--- src/inc/tsp_pkg.sv ---
// Constants, types and helpers for the thermometer serial/PWM port
// Summary of operation
// - Zero word write erases an EEPROM cell
// - Clock low 1.44 ms selects serial mode
// - Clock low over 21 ms resets engine
// - Clock high over 52 us resets engine
// - Acknowledge driven within 2.5 us
// - Own acknowledge released within 1.5 us
// - Line freed within 0.5 us for host ack
// - Line reclaimed within 1.5 us after host ack
// - Data changes 300 ns after clock fall
// - Decode EEPROM, RAM and sleep command bytes
// - Temperature word top bit flags error
// - Sleep accepted only in serial mode
// - Clock low 50 ms wakes into serial mode
// - Configured PWM drives data pin after reset
// - Request ignores data; PWM stays off
// - PWM disabled means serial from reset
// - PWM period 10 Hz or 1 kHz
// - Start band, 10-bit band, duty under 0.625
// - Code is scaled temperature above stored minimum
package tsp_pkg;
  localparam int unsigned CLK_NS       = 5;
  localparam int unsigned T_REQ_NS     = 1440000;
  localparam int unsigned T_LOW_NS     = 21000000;
  localparam int unsigned T_HIGH_NS    = 52000;
  localparam int unsigned T_HOLD_NS    = 300;
  localparam int unsigned T_WAKE_NS    = 50000000;
  localparam int unsigned T_PSLOW_NS   = 100000000;
  localparam int unsigned T_PFAST_NS   = 1000000;
  localparam int unsigned REQ_CYC      = (T_REQ_NS + CLK_NS - 1) / CLK_NS;
  localparam int unsigned LOW_CYC      = T_LOW_NS / CLK_NS;
  localparam int unsigned HIGH_CYC     = T_HIGH_NS / CLK_NS;
  localparam int unsigned HOLD_CYC     = (T_HOLD_NS + CLK_NS - 1) / CLK_NS;
  localparam int unsigned WAKE_CYC     = (T_WAKE_NS + CLK_NS - 1) / CLK_NS;
  localparam int unsigned PSLOW_CYC    = T_PSLOW_NS / CLK_NS;
  localparam int unsigned PFAST_CYC    = T_PFAST_NS / CLK_NS;
  localparam int          CNT_W        = 25;
  localparam logic [7:0]  OFS_CFG      = 8'h00;
  localparam logic [7:0]  OFS_STAT     = 8'h04;
  localparam logic [7:0]  OFS_TA       = 8'h08;
  localparam logic [7:0]  OFS_TO       = 8'h0c;
  localparam logic [1:0]  EE_WIN       = 2'h1;
  localparam int          CFG_PWM_EN   = 0;
  localparam int          CFG_FAST     = 1;
  localparam int          CFG_SRC_OBJ  = 2;
  localparam logic [2:0]  CFG_RST      = 3'h2;
  localparam logic [15:0] EE0_RST      = 16'h005b;
  localparam logic [3:0]  CMD_EE       = 4'h1;
  localparam logic [3:0]  CMD_RAM      = 4'h2;
  localparam logic [7:0]  CMD_SLEEP    = 8'hc6;
  localparam logic [3:0]  RAM_TA       = 4'h6;
  localparam logic [3:0]  RAM_TO       = 4'h7;
  localparam logic [3:0]  EE_TMIN      = 4'h0;
  localparam logic [3:0]  EE_TRNG      = 4'h1;
  localparam logic [7:0]  CRC_POLY     = 8'h07;
  localparam logic [24:0] PWM_SCALE    = 25'h00003ff;
  localparam logic [9:0]  PWM_MAX      = 10'h3ff;

  typedef enum logic [5:0] {
    ST_IDLE = 6'b000001,
    ST_RXB  = 6'b000010,
    ST_ACK  = 6'b000100,
    ST_TXB  = 6'b001000,
    ST_MACK = 6'b010000,
    ST_SKIP = 6'b100000
  } tsp_state_t;

  function automatic logic [7:0] tsp_crc8(input logic [7:0] c, input logic [7:0] d);
    logic [7:0] r;
    r = c ^ d;
    for (int i = 0; i < 8; i++) begin
      r = r[7] ? ((r << 1) ^ CRC_POLY) : (r << 1);
    end
    return r;
  endfunction
endpackage

--- src/design/tsp_smbus_pwm.sv ---
// Thermometer serial target port with PWM output and APB register slave
//
// The APB interface to the registers and the address map were chosen for this implementation.
`timescale 1ns/1ps
`default_nettype none
module tsp_smbus_pwm #(
  parameter int unsigned P_REQ   = tsp_pkg::REQ_CYC,
  parameter int unsigned P_LOW   = tsp_pkg::LOW_CYC,
  parameter int unsigned P_HIGH  = tsp_pkg::HIGH_CYC,
  parameter int unsigned P_WAKE  = tsp_pkg::WAKE_CYC,
  parameter int unsigned P_PSLOW = tsp_pkg::PSLOW_CYC,
  parameter int unsigned P_PFAST = tsp_pkg::PFAST_CYC
) (
  input  wire logic        i_clk,
  input  wire logic        i_rst_n,
  input  wire logic        i_psel,
  input  wire logic        i_penable,
  input  wire logic        i_pwrite,
  input  wire logic [7:0]  i_paddr,
  input  wire logic [31:0] i_pwdata,
  output var  logic [31:0] o_prdata,
  output var  logic        o_pready,
  output var  logic        o_pslverr,
  input  wire logic        i_scl,
  input  wire logic        i_sda,
  output var  logic        o_sda_o,
  output var  logic        o_sda_oe
);
  import tsp_pkg::*;
  localparam logic [CNT_W-1:0] REQ_C  = CNT_W'(P_REQ);
  localparam logic [CNT_W-1:0] LOW_C  = CNT_W'(P_LOW);
  localparam logic [CNT_W-1:0] HIGH_C = CNT_W'(P_HIGH);
  localparam logic [CNT_W-1:0] WAKE_C = CNT_W'(P_WAKE);
  localparam logic [CNT_W-1:0] SLOW_C = CNT_W'(P_PSLOW);
  localparam logic [CNT_W-1:0] FAST_C = CNT_W'(P_PFAST);
  localparam logic [6:0]       HOLD_C = 7'(HOLD_CYC);

  logic             scl_m, scl_s, scl_q, sda_m, sda_s, sda_q;
  logic             scl_rise, scl_fall, start_c, stop_c;
  logic [2:0]       cfg_r, cfg_nxt;
  logic [15:0]      ta_r, ta_nxt, to_r, to_nxt;
  logic [15:0]      ee_mem [16];
  logic             rd_hit;
  logic [31:0]      rd_val;
  logic             apb_acc, apb_wr, ee_hit;
  tsp_state_t       st_r, st_nxt;
  logic [3:0]       bit_r, bit_nxt;
  logic [2:0]       byte_r, byte_nxt;
  logic [1:0]       txn_r, txn_nxt;
  logic [7:0]       sh_r, sh_nxt, txsh_r, txsh_nxt, crc_r, crc_nxt, cmd_r, cmd_nxt;
  logic [15:0]      word_r, word_nxt, ram_q;
  logic             drive_r, drive_nxt, rep_r, rep_nxt, mack_r, mack_nxt;
  logic             pec_r, pec_nxt, asleep_r, asleep_nxt, req_r, req_nxt;
  logic [CNT_W-1:0] lowc_r, lowc_nxt, highc_r, highc_nxt;
  logic [6:0]       holdc_r, holdc_nxt;
  logic             fire_c, comm_rst, smb_on, pwm_mode, oe_nxt;
  logic             ee_we;
  logic [3:0]       ee_wa;
  logic [15:0]      ee_wd;
  logic [7:0]       txb;
  logic [CNT_W-1:0] pcnt_r, pcnt_nxt, thr_r, thr_nxt, period;
  logic [9:0]       code_r, code_nxt;
  logic [15:0]      tsel, diff;
  logic [24:0]      quot;
  logic [34:0]      band;
  logic             pwm_hi;

  // Two-stage synchronisers; edges are taken only from the second stage
  always_ff @(posedge i_clk or negedge i_rst_n) begin
    if (!i_rst_n) begin
      scl_m <= 1'b1;
      scl_s <= 1'b1;
      scl_q <= 1'b1;
      sda_m <= 1'b1;
      sda_s <= 1'b1;
      sda_q <= 1'b1;
    end else begin
      scl_m <= i_scl;
      scl_s <= scl_m;
      scl_q <= scl_s;
      sda_m <= i_sda;
      sda_s <= sda_m;
      sda_q <= sda_s;
    end
  end

  assign scl_rise = scl_s & ~scl_q;
  assign scl_fall = ~scl_s & scl_q;
  assign start_c  = scl_s & scl_q & sda_q & ~sda_s;
  assign stop_c   = scl_s & scl_q & ~sda_q & sda_s;
  assign smb_on   = ~cfg_r[CFG_PWM_EN] | req_r;
  assign pwm_mode = ~smb_on & ~asleep_r;

  // APB slave: zero-wait, answer in the first access cycle
  assign apb_acc = i_psel & i_penable & o_pready;
  assign apb_wr  = apb_acc & i_pwrite;
  assign ee_hit  = (i_paddr[7:6] == EE_WIN);

  always_comb begin
    rd_hit = (i_paddr[1:0] == 2'h0);
    rd_val = 32'h0;
    if (ee_hit) begin
      rd_val = {16'h0, ee_mem[i_paddr[5:2]]};
    end else begin
      case (i_paddr)
        OFS_CFG:  rd_val = {29'h0, cfg_r};
        OFS_STAT: rd_val = {28'h0, pwm_mode, st_r != ST_IDLE, asleep_r, smb_on};
        OFS_TA:   rd_val = {16'h0, ta_r};
        OFS_TO:   rd_val = {16'h0, to_r};
        default:  rd_hit = 1'b0;
      endcase
    end
    cfg_nxt = cfg_r;
    ta_nxt  = ta_r;
    to_nxt  = to_r;
    if (apb_wr && rd_hit && !ee_hit) begin
      case (i_paddr)
        OFS_CFG: cfg_nxt = i_pwdata[2:0];
        OFS_TA:  ta_nxt = i_pwdata[15:0];
        OFS_TO:  to_nxt = i_pwdata[15:0];
        default: cfg_nxt = cfg_r;
      endcase
    end
  end

  always_ff @(posedge i_clk or negedge i_rst_n) begin
    if (!i_rst_n) begin
      o_prdata  <= 32'h0;
      o_pready  <= 1'b0;
      o_pslverr <= 1'b0;
      cfg_r     <= CFG_RST;
      ta_r      <= 16'h0;
      to_r      <= 16'h0;
    end else begin
      o_prdata  <= rd_val;
      o_pready  <= i_psel & ~i_penable;
      o_pslverr <= i_psel & ~i_penable & ~rd_hit;
      cfg_r     <= cfg_nxt;
      ta_r      <= ta_nxt;
      to_r      <= to_nxt;
    end
  end

  // EEPROM cells: serial writes only set bits, so a cell must be cleared first; APB writes replace the cell unless a serial write lands in the same cycle
  always_ff @(posedge i_clk or negedge i_rst_n) begin
    if (!i_rst_n) begin
      for (int i = 0; i < 16; i++) begin
        ee_mem[i] <= (i == 0) ? EE0_RST : 16'h0;
      end
    end else if (ee_we) begin
      ee_mem[ee_wa] <= (ee_wd == 16'h0) ? 16'h0 : (ee_mem[ee_wa] | ee_wd);
    end else if (apb_wr && ee_hit && rd_hit) begin
      ee_mem[i_paddr[5:2]] <= i_pwdata[15:0];
    end
  end

  // RAM view; software keeps the error flag in the top bit
  always_comb begin
    case (sh_r[3:0])
      RAM_TA:  ram_q = ta_r;
      RAM_TO:  ram_q = to_r;
      default: ram_q = 16'h0;
    endcase
    case (txn_r)
      2'd0:    txb = word_r[7:0];
      2'd1:    txb = word_r[15:8];
      default: txb = crc_r;
    endcase
  end

  // Serial target engine
  always_comb begin
    st_nxt    = st_r;
    bit_nxt   = bit_r;
    byte_nxt  = byte_r;
    txn_nxt   = txn_r;
    sh_nxt    = sh_r;
    txsh_nxt  = txsh_r;
    crc_nxt   = crc_r;
    cmd_nxt   = cmd_r;
    word_nxt  = word_r;
    drive_nxt = drive_r;
    rep_nxt   = rep_r;
    mack_nxt  = mack_r;
    pec_nxt   = pec_r;
    asleep_nxt = asleep_r;
    req_nxt   = req_r;
    comm_rst  = 1'b0;
    ee_we     = 1'b0;
    ee_wa     = cmd_r[3:0];
    ee_wd     = word_r;
    lowc_nxt  = scl_s ? '0 : ((lowc_r == WAKE_C) ? lowc_r : lowc_r + 1'b1);
    highc_nxt = (scl_s && st_r != ST_IDLE && highc_r != HIGH_C) ? highc_r + 1'b1 : '0;
    holdc_nxt = scl_fall ? HOLD_C : ((holdc_r != 7'h0) ? holdc_r - 1'b1 : holdc_r);
    fire_c    = (holdc_r == 7'h1);
    if (asleep_r) begin
      if (lowc_r == WAKE_C) begin
        asleep_nxt = 1'b0;
        req_nxt    = 1'b1;
        comm_rst   = 1'b1;
      end
    end else if (!smb_on) begin
      // Data pin carries PWM here and is never looked at
      if (lowc_r == REQ_C) begin
        req_nxt  = 1'b1;
        // Else a PWM low phase would keep the line pulled after the switch
        comm_rst = 1'b1;
      end
    end else if (lowc_r == LOW_C || highc_r == HIGH_C) begin
      comm_rst = 1'b1;
    end else if (start_c) begin
      rep_nxt  = (st_r != ST_IDLE);
      crc_nxt  = (st_r != ST_IDLE) ? crc_r : 8'h0;
      st_nxt   = ST_RXB;
      bit_nxt  = 4'h0;
      byte_nxt = 3'h0;
    end else if (stop_c) begin
      if (!rep_r && pec_r && byte_r == 3'd5 && cmd_r[7:4] == CMD_EE) begin
        ee_we = 1'b1;
      end
      if (!rep_r && pec_r && byte_r == 3'd3 && cmd_r == CMD_SLEEP) begin
        asleep_nxt = smb_on;
      end
      st_nxt    = ST_IDLE;
      drive_nxt = 1'b0;
    end else begin
      case (st_r)
        ST_RXB: begin
          if (scl_rise) begin
            sh_nxt  = {sh_r[6:0], sda_s};
            bit_nxt = bit_r + 4'h1;
          end else if (scl_fall && bit_r == 4'h8) begin
            st_nxt    = ST_ACK;
            drive_nxt = 1'b1;
            crc_nxt   = tsp_crc8(crc_r, sh_r);
            byte_nxt  = byte_r + 3'h1;
            case (byte_r)
              3'd0: begin
                if ((sh_r[7:1] != ee_mem[EE_TMIN][6:0] && sh_r[7:1] != 7'h0)
                    || sh_r[0] != rep_r) begin
                  st_nxt    = ST_SKIP;
                  drive_nxt = 1'b0;
                end
              end
              3'd1: begin
                cmd_nxt = sh_r;
                if (sh_r[7:4] == CMD_EE) begin
                  word_nxt = ee_mem[sh_r[3:0]];
                end else if (sh_r[7:4] == CMD_RAM) begin
                  word_nxt = ram_q;
                end else if (sh_r != CMD_SLEEP) begin
                  st_nxt    = ST_SKIP;
                  drive_nxt = 1'b0;
                end
              end
              3'd2: begin
                word_nxt[7:0] = sh_r;
                pec_nxt       = (sh_r == crc_r);
              end
              3'd3: begin
                word_nxt[15:8] = sh_r;
                pec_nxt        = 1'b0;
              end
              default: pec_nxt = (sh_r == crc_r);
            endcase
            // A checksum byte that fails is refused so the host retries
            if ((byte_r == 3'd4 || (byte_r == 3'd2 && cmd_r == CMD_SLEEP)) && sh_r != crc_r) begin
              st_nxt    = ST_SKIP;
              drive_nxt = 1'b0;
            end
          end
        end
        ST_ACK: begin
          if (scl_fall) begin
            bit_nxt = 4'h0;
            if (rep_r) begin
              st_nxt    = ST_TXB;
              txsh_nxt  = txb;
              drive_nxt = ~txb[7];
              crc_nxt   = tsp_crc8(crc_r, txb);
              txn_nxt   = 2'd1;
            end else begin
              st_nxt    = ST_RXB;
              drive_nxt = 1'b0;
            end
          end
        end
        ST_TXB: begin
          if (scl_fall) begin
            if (bit_r == 4'h7) begin
              st_nxt    = ST_MACK;
              drive_nxt = 1'b0;
            end else begin
              bit_nxt   = bit_r + 4'h1;
              txsh_nxt  = {txsh_r[6:0], 1'b0};
              drive_nxt = ~txsh_r[6];
            end
          end
        end
        ST_MACK: begin
          if (scl_rise) begin
            mack_nxt = ~sda_s;
          end else if (scl_fall) begin
            bit_nxt = 4'h0;
            if (mack_r && txn_r != 2'd3) begin
              st_nxt    = ST_TXB;
              txsh_nxt  = txb;
              drive_nxt = ~txb[7];
              crc_nxt   = tsp_crc8(crc_r, txb);
              txn_nxt   = txn_r + 2'd1;
            end else begin
              st_nxt = ST_SKIP;
            end
          end
        end
        ST_SKIP: drive_nxt = 1'b0;
        default: st_nxt = ST_IDLE;
      endcase
    end
    if (comm_rst) begin
      st_nxt    = ST_IDLE;
      drive_nxt = 1'b0;
      rep_nxt   = 1'b0;
      txn_nxt   = 2'd0;
    end
    if (st_nxt == ST_IDLE) begin
      txn_nxt = 2'd0;
    end
    // In serial mode the pin moves on the hold strobe, a stop or an engine reset, never straight off the clock edge
    if (comm_rst) begin
      oe_nxt = 1'b0;
    end else if (pwm_mode) begin
      oe_nxt = ~pwm_hi;
    end else if (asleep_r || stop_c) begin
      oe_nxt = 1'b0;
    end else if (fire_c) begin
      oe_nxt = drive_r;
    end else begin
      oe_nxt = o_sda_oe;
    end
  end

  always_ff @(posedge i_clk or negedge i_rst_n) begin
    if (!i_rst_n) begin
      st_r     <= ST_IDLE;
      bit_r    <= 4'h0;
      byte_r   <= 3'h0;
      txn_r    <= 2'h0;
      sh_r     <= 8'h0;
      txsh_r   <= 8'h0;
      crc_r    <= 8'h0;
      cmd_r    <= 8'h0;
      word_r   <= 16'h0;
      drive_r  <= 1'b0;
      rep_r    <= 1'b0;
      mack_r   <= 1'b0;
      pec_r    <= 1'b0;
      asleep_r <= 1'b0;
      req_r    <= 1'b0;
      lowc_r   <= '0;
      highc_r  <= '0;
      holdc_r  <= 7'h0;
      o_sda_oe <= 1'b0;
      o_sda_o  <= 1'b0;
    end else begin
      st_r     <= st_nxt;
      bit_r    <= bit_nxt;
      byte_r   <= byte_nxt;
      txn_r    <= txn_nxt;
      sh_r     <= sh_nxt;
      txsh_r   <= txsh_nxt;
      crc_r    <= crc_nxt;
      cmd_r    <= cmd_nxt;
      word_r   <= word_nxt;
      drive_r  <= drive_nxt;
      rep_r    <= rep_nxt;
      mack_r   <= mack_nxt;
      pec_r    <= pec_nxt;
      asleep_r <= asleep_nxt;
      req_r    <= req_nxt;
      lowc_r   <= lowc_nxt;
      highc_r  <= highc_nxt;
      holdc_r  <= holdc_nxt;
      o_sda_oe <= oe_nxt;
      o_sda_o  <= 1'b0;
    end
  end

  // PWM: code refreshed every cycle, band latched at each period start
  always_comb begin
    period   = cfg_r[CFG_FAST] ? FAST_C : SLOW_C;
    tsel     = cfg_r[CFG_SRC_OBJ] ? to_r : ta_r;
    diff     = {1'b0, tsel[14:0]} - {1'b0, ee_mem[EE_TMIN][14:0]};
    quot     = (25'(diff[14:0]) * PWM_SCALE) / {9'h0, ee_mem[EE_TRNG]};
    code_nxt = (diff[15] || ee_mem[EE_TRNG] == 16'h0) ? 10'h0
             : ((quot > 25'(PWM_MAX)) ? PWM_MAX : quot[9:0]);
    band     = 35'(code_r) * 35'(period >> 1);
    pcnt_nxt = (pcnt_r >= period - 1'b1) ? '0 : pcnt_r + 1'b1;
    thr_nxt  = (pcnt_r >= period - 1'b1) ? (period >> 3) + band[34:10] : thr_r;
    pwm_hi   = (pcnt_r < thr_r);
  end

  always_ff @(posedge i_clk or negedge i_rst_n) begin
    if (!i_rst_n) begin
      pcnt_r <= '0;
      thr_r  <= '0;
      code_r <= 10'h0;
    end else begin
      pcnt_r <= pcnt_nxt;
      thr_r  <= thr_nxt;
      code_r <= code_nxt;
    end
  end
endmodule // tsp_smbus_pwm
`default_nettype wire

--- config.mk ---
export PLATFORM = sky130hd
export DESIGN_NAME = tsp_smbus_pwm
export DESIGN_NICKNAME = d
export VERILOG_FILES = /design/src/inc/tsp_pkg.sv /design/src/design/tsp_smbus_pwm.sv
export SDC_FILE = /design/constraint.sdc
export NUM_CORES = 2
export LEC_CHECK = 0
export ABC_AREA = 1
export BUFFER_PORTS_ARGS = -buffer_cell sky130_fd_sc_hd__buf_2
export CORE_ASPECT_RATIO = 0.7
export CORE_UTILIZATION = 40
export DETAILED_ROUTE_END_ITERATION = 16
export PLACE_DENSITY_LB_ADDON = 0.25
export SLEW_MARGIN = 10
export SYNTH_ARGS = -nofsm -noshare
export SYNTH_HDL_FRONTEND = slang
export SYNTH_SLANG_ARGS = --single-unit
--- constraint.sdc ---
create_clock -name i_clk -period 151.6 [get_ports i_clk]
set_input_delay 7.58 -clock i_clk [delete_from_list [all_inputs] [get_ports i_clk]]
set_output_delay 7.58 -clock i_clk [all_outputs]
set_load 0.05 [all_outputs]
; ---- After elaboration in Yosys (flattened, before gate mapping)
; Cells that the tools add are included.
; Widths: inputs -> output; s select.
[word_totals]
reg_bits = 517
inputBits = 47
out_inout_bits = 36
wordCells = 448
[op_classes]
add_sub_neg = 10
n_mul = 2
div = 1
order_cmp = 8
n_eq_ne = 80
n_mux = 175
n_bitwise = 53
reduce_logical = 68
[ops]
columns = operator, n
row1 = $bwmux 256, 2
row2 = $mux 256, 2
row3 = $bmux 16 s4, 3
row4 = $mux 16, 11
row5 = $demux 16 s4, 2
row6 = $mux 25, 5
row7 = $mux 6, 19
row8 = $mux 8, 10
row9 = $add 25x1->25 const B, 3
row10 = $pmux 16 s4, 1
row11 = $mux 3, 21
row12 = $mux 7, 9
row13 = $mux 1, 53
row14 = $ne 4x4->1 const B, 12
row15 = $not 3->3, 16
row16 = $pmux 8 s2, 3
row17 = $mul 10x24->34, 1
row18 = $ne 3x3->1 const B, 11
row19 = $logic_not 16->1, 2
row20 = $mux 32, 1
row21 = $mux 4, 8
row22 = $pmux 16 s2, 1
row23 = $pmux 6 s5, 1
row24 = $reduce_and 9->1, 3
row25 = other kinds (84), 197

; ---- Logic depth before layout (Yosys ltp)
[logic_depth]
ltp_word = 25
depth_mapped = 504
mapped_depth_nobuf = 483

; ---- Worst setup path after synthesis
; OpenSTA, ideal clock, no wires.
[synth_path]
path_kind = reg2reg
from = register cfg_r[2]
to = register code_r[0]
setup_ns = 0.114
t_arrival_ns = 65.633
required_ns = 151.486
path_slack_ns = 85.854
path_stages_with_launch = 489
n_path_buf = 23
cell_sequence = dfrtp_1 clkbuf_1 nand2_1 o21ai_0 ha_1 inv_1 fa_1 a31oi_1 o21ai_0 nand3_1 nand2_1 nand2_1 nand2_1 a21oi_1 inv_1 a21oi_1 o21bai_1 nand2_1 (+453 left out) o21ai_1 ha_1 nand2_1 nor2_1 a211oi_1 o21ai_0 nand3_1 a21oi_1 o21ai_0 inv_1 o21ai_0 o211ai_1 a21oi_1 nand4_2 nor2_1 nand3_1 nand2_1 inv_1
[synth_between]
elab_chain_len = 7
[synth_lines]
columns = element, line
row1 = "start, declared", tsp_smbus_pwm.sv:40  ; logic [2:0] cfg_r, cfg_nxt;
row2 = "start signal, assigned", tsp_smbus_pwm.sv:138  ; cfg_r <= cfg_nxt;
row3 = $mux 15 (*), tsp_smbus_pwm.sv:392  ; tsel = cfg_r[CFG_SRC_OBJ] ? to_r : ta_r;
row4 = $sub 15x15->16 (*), tsp_smbus_pwm.sv:393  ; diff = {1'b0, tsel[14:0]} - {1'b0, ee_mem[EE_TMIN][14:0]};
row5 = $mul 15x10->25, tsp_smbus_pwm.sv:394  ; quot = (25'(diff[14:0]) * PWM_SCALE) / {9'h0, ee_mem[EE_TRNG]};
row6 = $div 25x16->25, tsp_smbus_pwm.sv:394
row7 = $gt 25x10->1, tsp_smbus_pwm.sv:396  ; : ((quot > 25'(PWM_MAX)) ? PWM_MAX : quot[9:0]);
row8 = $mux 10, tsp_smbus_pwm.sv:396
row9 = $mux 10 (*), tsp_smbus_pwm.sv:395  ; code_nxt = (diff[15] || ee_mem[EE_TRNG] == 16'h0) ? 10'h0
row10 = via code_nxt[0], tsp_smbus_pwm.sv:62  ; logic [9:0] code_r, code_nxt;
row11 = "end signal, assigned", tsp_smbus_pwm.sv:411  ; code_r <= code_nxt;
row12 = "end, declared", tsp_smbus_pwm.sv:62
; The timed path passes the listed nets; every way through them passes the cells marked *.
; A chain may end at the register's enable or synchronous reset.

; ---- Final worst setup path
; Same ends and word-level chain as after synthesis.

==> results.toml <==
[place]
place_hpwl_um = 154000
gp_congestion = 1.01
place_ws_ns = 74.84
place_area_um2 = 55800
portBuffers = 49

[worst_setup_path]
critPathLaunch = "cfg_r[2]$_DFFE_PN0P_"
required_ns = 152.15
cp-start-kind = "flip-flop"
arrival_ns = 78.04
cp_max_fo = 32
critPathSlowestCell = "dfrtp_1"
cp_slowest_stage_delay_ns = 1.04
cpMostUsedCell = "inv_1"
critical_path_class = "reg -> reg"
r2r-start = "cfg_r[2]$_DFFE_PN0P_"
endpoint_kind = "flip-flop"

[floorplan]
fp.dieW_um = 440
initial_core_util = 0.403
ioPinCount = 83
dieArea_um2 = 136000
row_count = 112
die_h_um = 309
core_area_um2 = 133000

[clocking]
cts_tree = "done"
clock_latency_ns = 0.69
clkTransAtPathRegs_ns = 0.06
cts-hold-fix-buffers = 0
cts_sinks = 501
cts-buffers-inserted = 57
cts-htree-levels = 2
clock_path_buffers = 3
cts_resized = 0
post_cts_buffers = 0
cts_root_buf = "clkbuf_16"

[detailed_routing]
wirelength_um = 208000
drc = 0
routedWlPerCell_um = 22.3
viasPerCell = 5.87
drt_first_pass_iters = 9
detail-route-antenna-nets = 0
drtIter0Drc = 6303
num_vias = 54800

[sta]
hold_viol_final = 0
slew_headroom = 0.106
fin_crit_sh = 0.511
setup_slack_ns = 74.11
tightest_slew_ns = 1.33
rsz0062_at_grt = "no"
setup_viol = 0
finalClockSkew_ns = 0.0481
drv_slew = 0
fin_crit_ns = 77.49
max_freq_mhz = 12.9
tns_ns = 0

[job]
drv_cap = 0

[global_routing]
grt_use_total = 0.299
gr-total-overflow = 0
grt_pass1_wl_um = 312000
grt_pass1_vias = 50400
antenna_found_initial = 18
grt_max_degree = 154

[logic_synthesis]
synthCells = 7613
synth_area_leaders = "dfrtp_1 (23%), ha_1 (13%), inv_1 (8.6%), nand2_1 (8.5%), o21ai_0 (7.5%)"
async_reset_ff_frac = 1.00
yosysWarningCount = 0
synth_flop_cell = "dfrtp_1"
syn_area_um2 = 53700
ys_seq_area_frac = 0.234
avgSynthCellArea_um2 = 7.06
synth.top_cell.area_share = 0.227
ys_seq_elements = 501
synth_edf_count = 0
yosysTopAreaCell = "dfrtp_1"
ys_types = 79

[layout]
nFillCells = 13800
fin_nets = 8203
drive_gt1_frac = 0.0659
area_growth_syn_to_layout_pct = 7.57
design_area_um2 = 57800

[hold_path]
worst_hold_path_type = "reg -> reg"
hold_start = "scl_m$_DFF_PN1_"

[power]
max-vdd-ir-drop_mv = 0.00689
cellLeakagePower_uw = 0.0293
power_density_nw_per_um2 = 7.77

[status]
status = "finished clean"
-- registers in the layout, indices dropped and copies added (netlist names), 2 cells and up --
signal and flops:
ee_mem 256, highc_r 25, lowc_r 25, pcnt_r 25
thr_r 25, ee_wd 16, o_prdata 16, ta_r 16
to_r 16, code_r 10, cmd_r 8, crc_r 8
sh_r 8, holdc_r 7, txsh_r 7, st_r 6
bit_r 4, byte_r 3, cfg_r 3, txn_r 2
-- per-layer routing --
layer  part of all wire  GRT usage
met2               0.37      0.395
met5             0.0020    0.00806
met3               0.14      0.108
met4              0.040      0.101
met1               0.45      0.440
-- cells by family after synthesis --
group	after synthesis	synth area share
XOR/XNOR	303	0.0494
flip-flops	501	0.234
adder cells (fa/ha/maj)	636	0.162
multiplexers	3	0.000582
buffers and inverters	1607	0.115
AND/OR/NAND/NOR	2471	0.206
AO/OA/AOI/OAI	2091	0.234
other	1	0.0000698
-- worst paths after layout --
| kind | to | slack [ns] | cells after the start |
|---|---|---|---|
| worst max-delay path | code_r[0]$_DFF_PN0_ | 74.11 | 457 |
| worst min-delay path | scl_s$_DFF_PN1_ | 0.36 | 0 |
| worst max register to register | code_r[0]$_DFF_PN0_ | 74.11 | 457 |
| worst min register to register | scl_s$_DFF_PN1_ | 0.36 | 0 |
| max in group asynchronous | ee_mem[130]$_DFFE_PN0P_ | 142.30 | 3 |
| min in group asynchronous | st_r[1]$_DFF_PN0_ | 6.93 | 1 |
-- power breakdown --
part / switching [µW] / internal, µW / leakage, µW
clock network: 64.7 / 85.9 / 0.000969
registers: 2.85 / 137 / 0.00606
logic: 104 / 54.7 / 0.0222
total: 172 / 277 / 0.0293
-- metrics by stage --
stage	util	total power (µW)	cells	hold slack, ns
floorplan	-	265	7629	0.345
finish	0.434	449	9342	0.363
detailed placement	0.419	297	9228	0.351
global placement	0.419	294	9228	0.349
global route	0.434	475	9339	0.371
CTS	0.434	449	9336	0.364
-- worst max-delay path: cells and delay by family (launching register included) --
family,cells,cell delay [ns]
xor gates and xnor gates,3,1.04
DFF,1,1.04
and+or+nand+nor,145,17.93
AOI/OAI and AO/OA,172,35.41
adders and majority gates,32,11.05
buffers and inverters,105,10.83
-- final cells by class --
class,count,area (µm²),area share
multi-input cells,5521,35200,0.608
flip-flops and latches,501,12600,0.217
inverters,1285,4830,0.0836
well taps,1767,2210,0.0383
clock buffers,88,1700,0.0295
repair buffers,154,1060,0.0183
clock inverters,20,264,0.00457
diodes,6,15.0,0.000260
-- cell usage after synthesis (all sizes together) (24+ instances only) --
master / instances
o22ai: 258
nor3: 147
o31ai: 24
nand2: 1272
o21ai: 839
dfrtp: 488
nor4: 47
nor2: 484
a32oi: 28
nand4: 96
o221ai: 165
a22oi: 83
buf: 54
a21oi: 467
o21bai: 38
clkbuf: 267
a21o: 25
fa: 97
inv: 1275
o211ai: 39
xor2: 194
ha: 539
nand3: 356
a31oi: 24
or2: 29
xnor2: 109
-- cells in the final DEF (no fill, tap or decap), drive strengths merged, types with 39 or more instances in the layout --
master	instances
xnor2	109
clkbuf	88
nor3	147
nor4	47
a22oi	83
xor2	194
fa	97
o221ai	165
inv	1273
nor2	484
buf	154
nand2	1272
o21ai	839
o211ai	39
dfrtp	488
nand4	96
a21oi	467
nand3	356
o22ai	258
ha	539
No activity file was read; power rests on OpenSTA's default activity.
